File: config.mk
export PLATFORM = sky130hd
export DESIGN_NAME = adcc_core
export DESIGN_NICKNAME = d
export VERILOG_FILES = /design/src/core/adcc_pkg.sv /design/src/core/adcc_core.sv
export VERILOG_INCLUDE_DIRS = /design/src /design/src/core
export SDC_FILE = /design/constraint.sdc
export NUM_CORES = 1
export LEC_CHECK = 0
export CAP_MARGIN = 20
export CORE_MARGIN = 2
export CORE_UTILIZATION = 53
export CTS_CLUSTER_DIAMETER = 30
export DETAILED_ROUTE_END_ITERATION = 7
export DONT_BUFFER_PORTS = 1
export PLACE_DENSITY = 0.7
export SLEW_MARGIN = 20
export SYNTH_ARGS = -nofsm -noshare
export SYNTH_HDL_FRONTEND = slang
export SYNTH_SLANG_ARGS = --single-unit
File: constraint.sdc
create_clock -name i_clk -period 2.34 [get_ports i_clk]
set_input_delay 0.234 -clock i_clk [delete_from_list [all_inputs] [get_ports i_clk]]
set_output_delay 0.234 -clock i_clk [all_outputs]
set_load 0.02 [all_outputs]
File: src/core/adcc_regs.svh
`ifndef ADCC_REGS_SVH
`define ADCC_REGS_SVH

// ----------------------------------------------------------------
// Register map
// ----------------------------------------------------------------
`define ADCC_OFF_RESULT 8'h21
`define ADCC_OFF_CONTROL 8'h22
`define ADCC_OFF_CLKSEL 8'h23

// ----------------------------------------------------------------
// Field positions
// ----------------------------------------------------------------
`define ADCC_CTL_START 7
`define ADCC_CTL_PENDING 6
`define ADCC_CTL_PCFG_HI 5
`define ADCC_CTL_PCFG_LO 3
`define ADCC_CTL_CHAN_HI 2
`define ADCC_CTL_CHAN_LO 0
`define ADCC_CLK_TEST 7

// ----------------------------------------------------------------
// Reset values and timing
// ----------------------------------------------------------------
`define ADCC_CONTROL_RST 8'h00
`define ADCC_CLKSEL_RST 8'h00
`define ADCC_CONV_CYCLES 16
`define ADCC_DIV2_HALF 1
`define ADCC_DIV8_HALF 4
`define ADCC_DIV32_HALF 16

`endif

File: src/core/adcc_pkg.sv
package adcc_pkg;
   typedef enum logic [1:0] {
      ADCC_IDLE,
      ADCC_ARMED,
      ADCC_CONVERT
   } adcc_state_t;

   typedef struct packed {
      logic       wr;
      logic       rd;
      logic [7:0] addr;
      logic [7:0] wdata;
   } adcc_bus_req_t;

   typedef struct packed {
      logic [3:0] analog_en;
      logic [3:0] digital_dis;
      logic       power_on;
      logic [1:0] channel;
   } adcc_analog_t;
endpackage

File: src/core/adcc_core.sv
`include "adcc_regs.svh"

module adcc_core #(
   parameter int CONV_CYCLES = `ADCC_CONV_CYCLES
) (
   // Clock and reset
   input wire logic i_clk,
   input wire logic i_reset_n,
   // Core data-memory access
   input wire adcc_pkg::adcc_bus_req_t i_bus,
   output logic [7:0] o_rdata,
   // Analog front end
   input wire logic [7:0] i_sample_code,
   output adcc_pkg::adcc_analog_t o_analog,
   output logic o_sample,
   // Interrupt request
   output logic o_irq
);
   import adcc_pkg::*;

   // ----------------------------------------------------------------
   // Register access
   // ----------------------------------------------------------------
   logic [7:0] result_r;
   logic [7:0] control_r;
   logic [7:0] clksel_r;
   logic [7:0] rdata_r;
   logic irq_r;
   logic sample_r;
   adcc_state_t state_r;
   adcc_state_t state_nxt;

   wire wr_ctl = i_bus.wr && (i_bus.addr == `ADCC_OFF_CONTROL);
   wire wr_clk = i_bus.wr && (i_bus.addr == `ADCC_OFF_CLKSEL);
   wire rd_any = i_bus.rd;
   wire start_now = control_r[`ADCC_CTL_START];
   wire start_new = wr_ctl ? i_bus.wdata[`ADCC_CTL_START] : start_now;
   wire start_rise = !start_now && start_new;
   wire start_fall = start_now && !start_new;

   // Pending flag is hardware owned; software writes to bit 6 are ignored
   logic pending_r;
   logic [7:0] ctl_view;
   assign ctl_view = {start_now, pending_r, control_r[5:0]};

   logic [7:0] rd_mux;
   always_comb begin
      if (i_bus.addr == `ADCC_OFF_RESULT) begin
         rd_mux = result_r;
      end else if (i_bus.addr == `ADCC_OFF_CONTROL) begin
         rd_mux = ctl_view;
      end else if (i_bus.addr == `ADCC_OFF_CLKSEL) begin
         rd_mux = {clksel_r[`ADCC_CLK_TEST], 5'h00, clksel_r[1:0]};
      end else begin
         rd_mux = 8'h00;
      end
   end

   // ----------------------------------------------------------------
   // Port-B configuration
   // ----------------------------------------------------------------
   function automatic logic [3:0] analog_mask(input logic [2:0] cfg);
      if (cfg[2]) begin
         analog_mask = 4'hF;
      end else if (cfg == 3'h3) begin
         analog_mask = 4'h7;
      end else if (cfg == 3'h2) begin
         analog_mask = 4'h3;
      end else if (cfg == 3'h1) begin
         analog_mask = 4'h1;
      end else begin
         analog_mask = 4'h0;
      end
   endfunction

   wire [2:0] pcfg = control_r[`ADCC_CTL_PCFG_HI:`ADCC_CTL_PCFG_LO];
   wire [3:0] amask = analog_mask(pcfg);
   wire powered = (pcfg != 3'h0);

   // ----------------------------------------------------------------
   // Conversion clock divider
   // ----------------------------------------------------------------
   // Bit 7 is stored for readback only so test writes cannot alter timing
   function automatic logic [4:0] half_period(input logic [1:0] sel);
      if (sel == 2'h0) begin
         half_period = 5'(`ADCC_DIV2_HALF);
      end else if (sel == 2'h1) begin
         half_period = 5'(`ADCC_DIV8_HALF);
      end else begin
         // Undefined code 11 falls back to the slowest clock, safest for the analog
         half_period = 5'(`ADCC_DIV32_HALF);
      end
   endfunction

   logic [4:0] div_cnt_r;
   logic tick_phase_r;
   wire [4:0] div_half = half_period(clksel_r[1:0]);
   wire div_wrap = (div_cnt_r == div_half - 5'h01);
   // One conversion-clock cycle completes every second half-period wrap
   wire conv_tick = div_wrap && tick_phase_r;

   // ----------------------------------------------------------------
   // Conversion sequencer
   // ----------------------------------------------------------------
   logic [7:0] cyc_cnt_r;
   wire conv_done = (state_r == ADCC_CONVERT) && conv_tick
      && (cyc_cnt_r == 8'(CONV_CYCLES - 1));

   always_comb begin
      state_nxt = state_r;
      case (state_r)
         ADCC_IDLE: begin
            if (start_rise) begin
               state_nxt = ADCC_ARMED;
            end
         end
         ADCC_ARMED: begin
            if (start_fall) begin
               state_nxt = ADCC_CONVERT;
            end
         end
         ADCC_CONVERT: begin
            if (start_rise) begin
               state_nxt = ADCC_ARMED;
            end else if (conv_done) begin
               state_nxt = ADCC_IDLE;
            end
         end
         default: begin
            state_nxt = ADCC_IDLE;
         end
      endcase
   end

   always_ff @(posedge i_clk) begin
      if (!i_reset_n) begin
         control_r <= `ADCC_CONTROL_RST;
         clksel_r <= `ADCC_CLKSEL_RST;
         result_r <= 8'h00;
         pending_r <= 1'b0;
         state_r <= ADCC_IDLE;
         irq_r <= 1'b0;
         sample_r <= 1'b0;
         rdata_r <= 8'h00;
      end else begin
         state_r <= state_nxt;
         rdata_r <= rd_any ? rd_mux : rdata_r;
         if (wr_ctl) begin
            control_r <= i_bus.wdata;
         end
         if (wr_clk) begin
            clksel_r <= i_bus.wdata;
         end
         // Restart beats completion: a new start outranks a finishing one
         if (start_rise) begin
            pending_r <= 1'b1;
         end else if (conv_done) begin
            pending_r <= 1'b0;
         end
         if (conv_done && !start_rise) begin
            result_r <= i_sample_code;
         end
         irq_r <= conv_done && !start_rise;
         sample_r <= (state_nxt == ADCC_CONVERT) && powered;
      end
   end

   always_ff @(posedge i_clk) begin
      if (!i_reset_n) begin
         div_cnt_r <= 5'h00;
         tick_phase_r <= 1'b0;
         cyc_cnt_r <= 8'h00;
      end else begin
         if (state_r != ADCC_CONVERT) begin
            div_cnt_r <= 5'h00;
            tick_phase_r <= 1'b0;
            cyc_cnt_r <= 8'h00;
         end else begin
            div_cnt_r <= div_wrap ? 5'h00 : div_cnt_r + 5'h01;
            tick_phase_r <= div_wrap ? !tick_phase_r : tick_phase_r;
            cyc_cnt_r <= conv_tick ? cyc_cnt_r + 8'h01 : cyc_cnt_r;
         end
      end
   end

   // ----------------------------------------------------------------
   // Outputs
   // ----------------------------------------------------------------
   assign o_rdata = rdata_r;
   assign o_irq = irq_r;
   assign o_sample = sample_r;
   assign o_analog.analog_en = amask;
   assign o_analog.digital_dis = amask;
   assign o_analog.power_on = powered;
   // Codes 1xx are undefined; only the low two bits reach the mux
   assign o_analog.channel = control_r[1:0];

   // ----------------------------------------------------------------
   // Checks
   // ----------------------------------------------------------------
   chk_start_sets_flag: assert property (@(posedge i_clk) disable iff (!i_reset_n)
      start_rise |=> pending_r && state_r == ADCC_ARMED)
      else $error("start rise did not set pending");
   chk_fall_starts: assert property (@(posedge i_clk) disable iff (!i_reset_n)
      (state_r == ADCC_ARMED && start_fall) |=> state_r == ADCC_CONVERT)
      else $error("start fall did not begin conversion");
   chk_done_clears: assert property (@(posedge i_clk) disable iff (!i_reset_n)
      (conv_done && !start_rise) |=> !pending_r && o_irq && result_r == $past(i_sample_code))
      else $error("completion effects missing");
   chk_irq_cause: assert property (@(posedge i_clk) disable iff (!i_reset_n)
      o_irq |-> $fell(pending_r))
      else $error("irq without completion");
   chk_result_ro: assert property (@(posedge i_clk) disable iff (!i_reset_n)
      !$past(conv_done) |-> $stable(result_r))
      else $error("result changed without completion");
   chk_power_off: assert property (@(posedge i_clk) disable iff (!i_reset_n)
      pcfg == 3'h0 |-> !o_analog.power_on && o_analog.analog_en == 4'h0)
      else $error("converter powered with no analog lines");
   chk_all_analog: assert property (@(posedge i_clk) disable iff (!i_reset_n)
      pcfg[2] |-> o_analog.analog_en == 4'hF)
      else $error("1xx must select all lines");
   chk_clk_zero: assert property (@(posedge i_clk) disable iff (!i_reset_n)
      ($past(rd_any) && $past(i_bus.addr) == `ADCC_OFF_CLKSEL) |-> o_rdata[6:2] == 5'h00)
      else $error("unused clock-select bits read nonzero");
   chk_div2_rate: assert property (@(posedge i_clk) disable iff (!i_reset_n)
      (state_r == ADCC_CONVERT && clksel_r[1:0] == 2'h0 && conv_tick && !start_rise
       && !conv_done && !wr_clk) |=> !conv_tick)
      else $error("fsys/2 tick spacing wrong");
   chk_rdata_hold: assert property (@(posedge i_clk) disable iff (!i_reset_n)
      !$past(rd_any) |-> $stable(o_rdata))
      else $error("read data moved without a read");
   chk_result_read: assert property (@(posedge i_clk) disable iff (!i_reset_n)
      ($past(rd_any) && $past(i_bus.addr) == `ADCC_OFF_RESULT) |-> o_rdata == $past(result_r))
      else $error("result read returned wrong byte");
   chk_pending_read: assert property (@(posedge i_clk) disable iff (!i_reset_n)
      ($past(rd_any) && $past(i_bus.addr) == `ADCC_OFF_CONTROL)
      |-> o_rdata[`ADCC_CTL_PENDING] == $past(pending_r))
      else $error("pending flag read wrong");
   chk_pending_state: assert property (@(posedge i_clk) disable iff (!i_reset_n)
      pending_r == (state_r != ADCC_IDLE))
      else $error("pending flag disagrees with sequencer");
   // No disable here, so the check sees the reset edges themselves
   chk_reset_clear: assert property (@(posedge i_clk)
      !i_reset_n |=> control_r == `ADCC_CONTROL_RST && clksel_r == `ADCC_CLKSEL_RST)
      else $error("reset left a register set");
   chk_wait_quiet: assert property (@(posedge i_clk) disable iff (!i_reset_n)
      state_r == ADCC_ARMED |-> !o_irq && !o_sample)
      else $error("activity before the start bit fell");
   chk_sample_state: assert property (@(posedge i_clk) disable iff (!i_reset_n)
      o_sample |-> state_r == ADCC_CONVERT)
      else $error("sampling outside a conversion");
   chk_sample_power: assert property (@(posedge i_clk) disable iff (!i_reset_n)
      o_sample |-> $past(powered))
      else $error("sampling with the converter off");
   chk_irq_pulse: assert property (@(posedge i_clk) disable iff (!i_reset_n)
      o_irq |=> !o_irq)
      else $error("interrupt request longer than one cycle");
   chk_done_idle: assert property (@(posedge i_clk) disable iff (!i_reset_n)
      (conv_done && !start_rise) |=> state_r == ADCC_IDLE && !o_sample)
      else $error("converter kept running after completion");
   chk_armed_hold: assert property (@(posedge i_clk) disable iff (!i_reset_n)
      (state_r == ADCC_ARMED && !start_fall) |=> state_r == ADCC_ARMED)
      else $error("conversion began without a falling start bit");
   chk_chan_field: assert property (@(posedge i_clk) disable iff (!i_reset_n)
      ($past(wr_ctl) && $past(i_reset_n)) |-> o_analog.channel == $past(i_bus.wdata[1:0]))
      else $error("channel select does not follow the write");
   chk_clk_write: assert property (@(posedge i_clk) disable iff (!i_reset_n)
      ($past(wr_clk) && $past(i_reset_n)) |-> clksel_r == $past(i_bus.wdata))
      else $error("clock select write lost");
   chk_line_modes: assert property (@(posedge i_clk) disable iff (!i_reset_n)
      o_analog.digital_dis == o_analog.analog_en
      && o_analog.power_on == (o_analog.analog_en != 4'h0))
      else $error("analog line modes inconsistent");
   chk_flag_unwritable: assert property (@(posedge i_clk) disable iff (!i_reset_n)
      ($past(wr_ctl) && !$past(start_rise) && !$past(conv_done) && $past(i_reset_n))
      |-> pending_r == $past(pending_r))
      else $error("software write moved the pending flag");

   cov_conversion: cover property (@(posedge i_clk) disable iff (!i_reset_n) conv_done);
   cov_restart: cover property (@(posedge i_clk) disable iff (!i_reset_n)
      state_r == ADCC_CONVERT && start_rise);
   cov_div32: cover property (@(posedge i_clk) disable iff (!i_reset_n)
      conv_done && clksel_r[1:0] == 2'h2);
   cov_div8: cover property (@(posedge i_clk) disable iff (!i_reset_n)
      conv_done && clksel_r[1:0] == 2'h1);
   cov_result_read: cover property (@(posedge i_clk) disable iff (!i_reset_n)
      rd_any && i_bus.addr == `ADCC_OFF_RESULT);
endmodule

[Word-level counts from Yosys, hierarchy flattened]
Cells that the tools add are included.
Operators by class
  reductions and logical operators: 19
  $add $sub $neg: 3
  mux-type cells: 17
  equality and inequality tests: 13
  bitwise logic cells: 1
Operator list (number)
  $eq A8 B6 Y1 const B: 3
  $mux W8: 3
  $mux W2: 5
  $mux W5: 2
  $logic_and A1 B1 Y1: 9
  $add A8 B1 Y8 const B: 1
  $eq A8 B4 Y1 const B: 1
  $eq A3 B2 Y1 const B: 2
  $pmux W2 S3: 1
  $add A5 B1 Y5 const B: 1
  $eq A5 B5 Y1: 1
  $sub A5 B1 Y5 const B: 1
  $eq A2 B1 Y1 const B: 2
  $eq A2 B2 Y1 const B: 2
  $logic_not A1 Y1: 4
  $logic_not A2 Y1: 2
  $mux W1: 4
  $mux W4: 1
  $eq A3 B1 Y1 const B: 1
  $mux W3: 1
  $reduce_bool A3 Y1: 1
  $reduce_or A3 Y1: 1
  $ne A2 B2 Y1 const B: 1
  $reduce_bool A2 Y1: 1
  2 further kinds: 2
Storage, ports and cells
  output and inout port bits: 21
  logic and storage cells: 64
  register bits after elaboration: 51
  input bits: 28

[Longest topological paths before layout]
  word-level depth: 13
  depth in mapped cells: 6
  depth with buffers taken out: 4

[Worst setup path before layout]
Ideal clock, no wire load.
  kind: input to register
  from: in i_bus[15] (netlist name)
  to: reg sample_r, in the netlist o_sample
  required time: 2213 ps
  stages on the path: 5
  buffers on the path: 1
  library setup time: 127 ps
  path slack: 549 ps
  arrival: 1664 ps
  cells stage by stage: or4_4 buf_6 or4_4 a21oi_1 nor3_1
On the way
  longest elaborated chain between the ends: 9
  elaborated cells between the ends (all ways): 12
  those cells by class: 2 x eq/ne; 5 x mux; 5 x reduce/logical
RTL lines
  start, declared: RTL line adcc_core.sv:10  | input wire adcc_pkg::adcc_bus_req_t i_bus,
  $eq A8 B6 Y1 (no line) (*)
  $logic_and A1 B1 Y1 (*): RTL line adcc_core.sv:33  | wire wr_ctl = i_bus.wr && (i_bus.addr == `ADCC_OFF_CONTROL);
  $mux W1 (*): RTL line adcc_core.sv:37  | wire start_new = wr_ctl ? i_bus.wdata[`ADCC_CTL_START] : start_now;
  $logic_not A1 Y1: RTL line adcc_core.sv:39  | wire start_fall = start_now && !start_new;
  $logic_and A1 B1 Y1: RTL line adcc_core.sv:39
  $mux W2: RTL line adcc_core.sv:118  | if (start_fall) begin
  $pmux W2 S3 (*): RTL line adcc_core.sv:111  | case (state_r)
  $eq A2 B2 Y1 (*): RTL line adcc_core.sv:164  | sample_r <= (state_nxt == ADCC_CONVERT) && powered;
  $logic_and A1 B1 Y1 (*): RTL line adcc_core.sv:164
  end signal, assigned: RTL line adcc_core.sv:164
  end, declared: RTL line adcc_core.sv:29  | logic sample_r;
Mark *: on every way between the ends. The rest lies on a longest branch, timed or not.
A chain may end at the register's enable or synchronous reset.

[Worst setup path after layout]
  from: reg cyc_cnt_r[4]
  to: reg result_r[0]
On the way
  longest elaborated chain between the ends: 3
RTL lines
  start, declared: RTL line adcc_core.sv:105  | logic [7:0] cyc_cnt_r;
  start signal, assigned: RTL line adcc_core.sv:181  | cyc_cnt_r <= conv_tick ? cyc_cnt_r + 8'h01 : cyc_cnt_r;
  $eq A8 B4 Y1: RTL line adcc_core.sv:107  | && (cyc_cnt_r == 8'(CONV_CYCLES - 1));
  $logic_and A1 B1 Y1: RTL line adcc_core.sv:107
  $logic_and A1 B1 Y1: RTL line adcc_core.sv:160  | if (conv_done && !start_rise) begin
  end signal, assigned: RTL line adcc_core.sv:161  | result_r <= i_sample_code;
  end, declared: RTL line adcc_core.sv:24  | logic [7:0] result_r;
Every way passes these cells.

==> impl_metrics.tcl <==
set metrics [dict create \
    cts_resized 0 \
    synthToLayoutAreaGrowth_pct 3.12 \
    core_mm2 0.00409 \
    die-area_mm2 0.00485 \
    slew_headroom_pct 34.5 \
    synthArstFlopShare_pct 0 \
    whs_ns 0.0724 \
    grtUsageMet2_pct 28.6 \
    clockBufferDepth 2 \
    p_leak_nw 0.739 \
    status "complete, no violations" \
    cp.arrival_ns 2.25 \
    routed_wl_um 4090 \
    grt_pass1_vias 1576 \
    totalPowerFinal_mw 1.38 \
    cp_slowest_cell "a211oi_2" \
    ys.flop_type "dfxtp_1" \
    startpoint_type "register" \
    synthAdderAreaFrac_pct 1.10 \
    antenna-diode-count 0 \
    post-dp-hpwl_um 2990 \
    finalNetCount 266 \
    busiest_layer "met2" \
    vias_per_cell 5.77 \
    cts_buffers 5 \
    setup_viol 0 \
    antenna_found_initial 0 \
    p_per_area_mw_per_mm2 587 \
    pre_cts_ws_ns 0.331 \
    yosys-mux-area-fraction_pct 10.7 \
    peakVddDrop_v 0.000310 \
    synth.distinct_cells 42 \
    clock_skew_ns 0.00347 \
    grt_max_degree 40 \
    die_x_um 69.7 \
    first_pass_iters 4 \
    vias 1657 \
    postCtsSetupRepairBufs 0 \
    port-buffer-count 0 \
    dp_cells 279 \
    crit_type "reg -> reg" \
    clockRootBuffer "clkbuf_8" \
    syn_inst 249 \
    cts_hold_buf 0 \
    setup-tns-final_ns 0 \
    instances_no_fill 287 \
    slowest_delay_ns 0.79 \
    start_util_pct 55.9 \
    worst_slew_pin_slew_ns 0.980 \
    synth_top_family_by_area "simple AND/OR/NAND/NOR gates" \
    drtIter0Drc 82 \
    critPathRequiredTime_ns 2.56 \
    period_needed_ns 2.03 \
    wl_per_cell_um 14.2 \
    synth_edf_count 0 \
    io_pins 49 \
    grt_usage_pct 17.8 \
    rows 23 \
    use_met3_pct 4.94 \
    max_freq_mhz 493 \
    cts_tree "done" \
    avgSynthCellArea_um2 9.18 \
    route.detailed.drc 0 \
    ys_ff_latch 45 \
    synthSimpleGateAreaFrac_pct 27.0 \
    yosys_warnings 0 \
    hp-class "in -> reg" \
    overflow 0 \
    critPathMaxFanout 9 \
    rsz0062_at_grt "false" \
    slew_viol_final 0 \
    yosysSeqAreaShare_pct 39.4 \
    cts.sinks 45 \
    die_h_um 69.7 \
    clock_latency_ns 0.29 \
    met1_usage_pct 23.5 \
    timing.final.ws_setup_ns 0.312 \
    finalHoldViolCount 0 \
    synth_nets 279 \
    cap_violations 0 \
    nFillCells 376 \
    synth_compound_area_share_pct 14.7 \
    cp-end-kind "register" \
    grt_pass1_wl_um 7090 \
    fin_crit_sh_pct 86.7 \
    cts.clk_slew.worst_paths_ns 0.08 \
    gp_routability_congestion 0.803 \
    syn-cell-area_mm2 0.00228 \
    ant_nets 0 \
    path_cells "nor4_1 -> nand4_1 -> a211oi_2 -> mux2i_1" \
    h-tree-depth 2 \
    drive_above_1_share_pct 9.70 \
    synthXorXnorAreaFrac_pct 1.15 \
]
[kinds of logic (layout without fill, tap and decap cells)]
logic type / after synthesis / count (layout)
and+or+nand+nor: 106 / 106
buffers and inverters: 24 / 12
muxes: 24 / 24
AOI/OAI and AO/OA: 45 / 45
adders and majority gates: 2 / 2
DFF: 45 / 45
xor gates and xnor gates: 3 / 3
[worst max-delay path: cells and delay by family (launching register included)]
kind	cells	cell delay, ns
AOI/OAI and AO/OA	1	0.79
and+or+nand+nor	2	0.55
DFF	1	0.36
muxes	1	0.26
[cell usage after synthesis, types with 2 or more instances]
library cell	instances	area share, %
a21boi_0	9	3.0
inv_1	2	0.33
a22o_1	8	3.1
buf_4	8	2.6
buf_1	3	0.49
nor2b_1	14	3.8
ha_1	2	1.1
nor4_1	2	0.55
buf_6	2	0.99
nand2_1	27	4.4
a2111o_1	5	2.5
clkbuf_1	9	1.5
nand3b_1	2	0.66
nand4_1	4	1.1
a21o_1	2	0.66
nor3b_2	2	1.1
a21oi_1	8	1.8
nor2_1	4	0.66
a211oi_1	3	0.99
dfxtp_1	45	39
xor2_1	2	0.77
nor3_1	8	1.8
and2_1	5	1.4
or3_1	2	0.55
nand3_1	15	3.3
mux2_2	4	2.0
o21ai_0	5	1.1
or4_4	2	0.99
nand2b_1	12	3.3
o211ai_1	2	0.66
mux2i_1	20	8.8
[where the power goes]
group | total, mW | internal (mW) | leakage [nW] | switching (mW)
registers | 0.765 | 0.765 | 0.362 | 0.000366
logic | 0.0273 | 0.0144 | 0.319 | 0.0130
clock network | 0.590 | 0.348 | 0.0585 | 0.243
[final timing paths]
kind | to | slack (ns) | depth (start not counted) | start
hold reg to reg | result_r[5] | 0.46 | 2 | result_r[5]
setup / recovery | result_r[0] | 0.31 | 4 | cyc_cnt_r[4]
setup reg to reg | result_r[0] | 0.31 | 4 | cyc_cnt_r[4]
hold / removal | state_r[0] | 0.07 | 1 | i_reset_n
[per-stage QoR]
stage               utilization, %  instance area (um^2)
finish                        57.7                  2360
global route                  57.7                  2360
CTS                           57.7                  2360
detailed placement            54.8                  2240
global placement              54.8                  2240
floorplan                        -                  2280
[cell type report]
cell class | instances | area (um^2) | area share (%)
Clock buffer | 7 | 86.3 | 3.66
Clock inverter | 1 | 30.0 | 1.27
Inverter | 2 | 7.51 | 0.319
Multi-Input combinational cell | 180 | 1250 | 53.2
Sequential cell | 45 | 901 | 38.2
Tap cell | 50 | 62.6 | 2.66
Timing Repair Buffer | 2 | 15.0 | 0.637
[registers in the layout, summed over array words and instances, names as in the netlist]
register	count
clksel_r	3
control_r	7
cyc_cnt_r	8
div_cnt_r	5
o_irq	1
o_rdata	8
o_sample	1
pending_r	1
result_r	8
state_r	2
tick_phase_r	1
[cells in the final DEF (no fill, tap or decap), types with 2 or more instances in the layout]
cell,instances
nand2_1,27
a211oi_1,2
clkbuf_8,6
mux2i_1,20
ha_1,2
xor2_1,2
a21oi_1,8
nor3_1,8
nand4_1,4
nor4_1,2
o21ai_0,5
buf_4,2
mux2_2,4
dfxtp_1,45
nand3b_1,2
nor2b_1,14
nor2_1,4
a22o_1,8
and2_1,5
or3_1,2
nor3b_2,2
or4_4,2
o211ai_1,2
a21boi_0,9
nand2b_1,12
nand3_1,15
inv_1,2
a2111o_1,5
a21o_1,2
[layer usage]
metal / wire [um] / vias to the layer above
met4: 45 / 0
met5: 0 / -
met1: 1950 / 763
met3: 229 / 5
met2: 1860 / 38
li1: - / 851
Note: power is estimated with default switching activity, not from simulation.
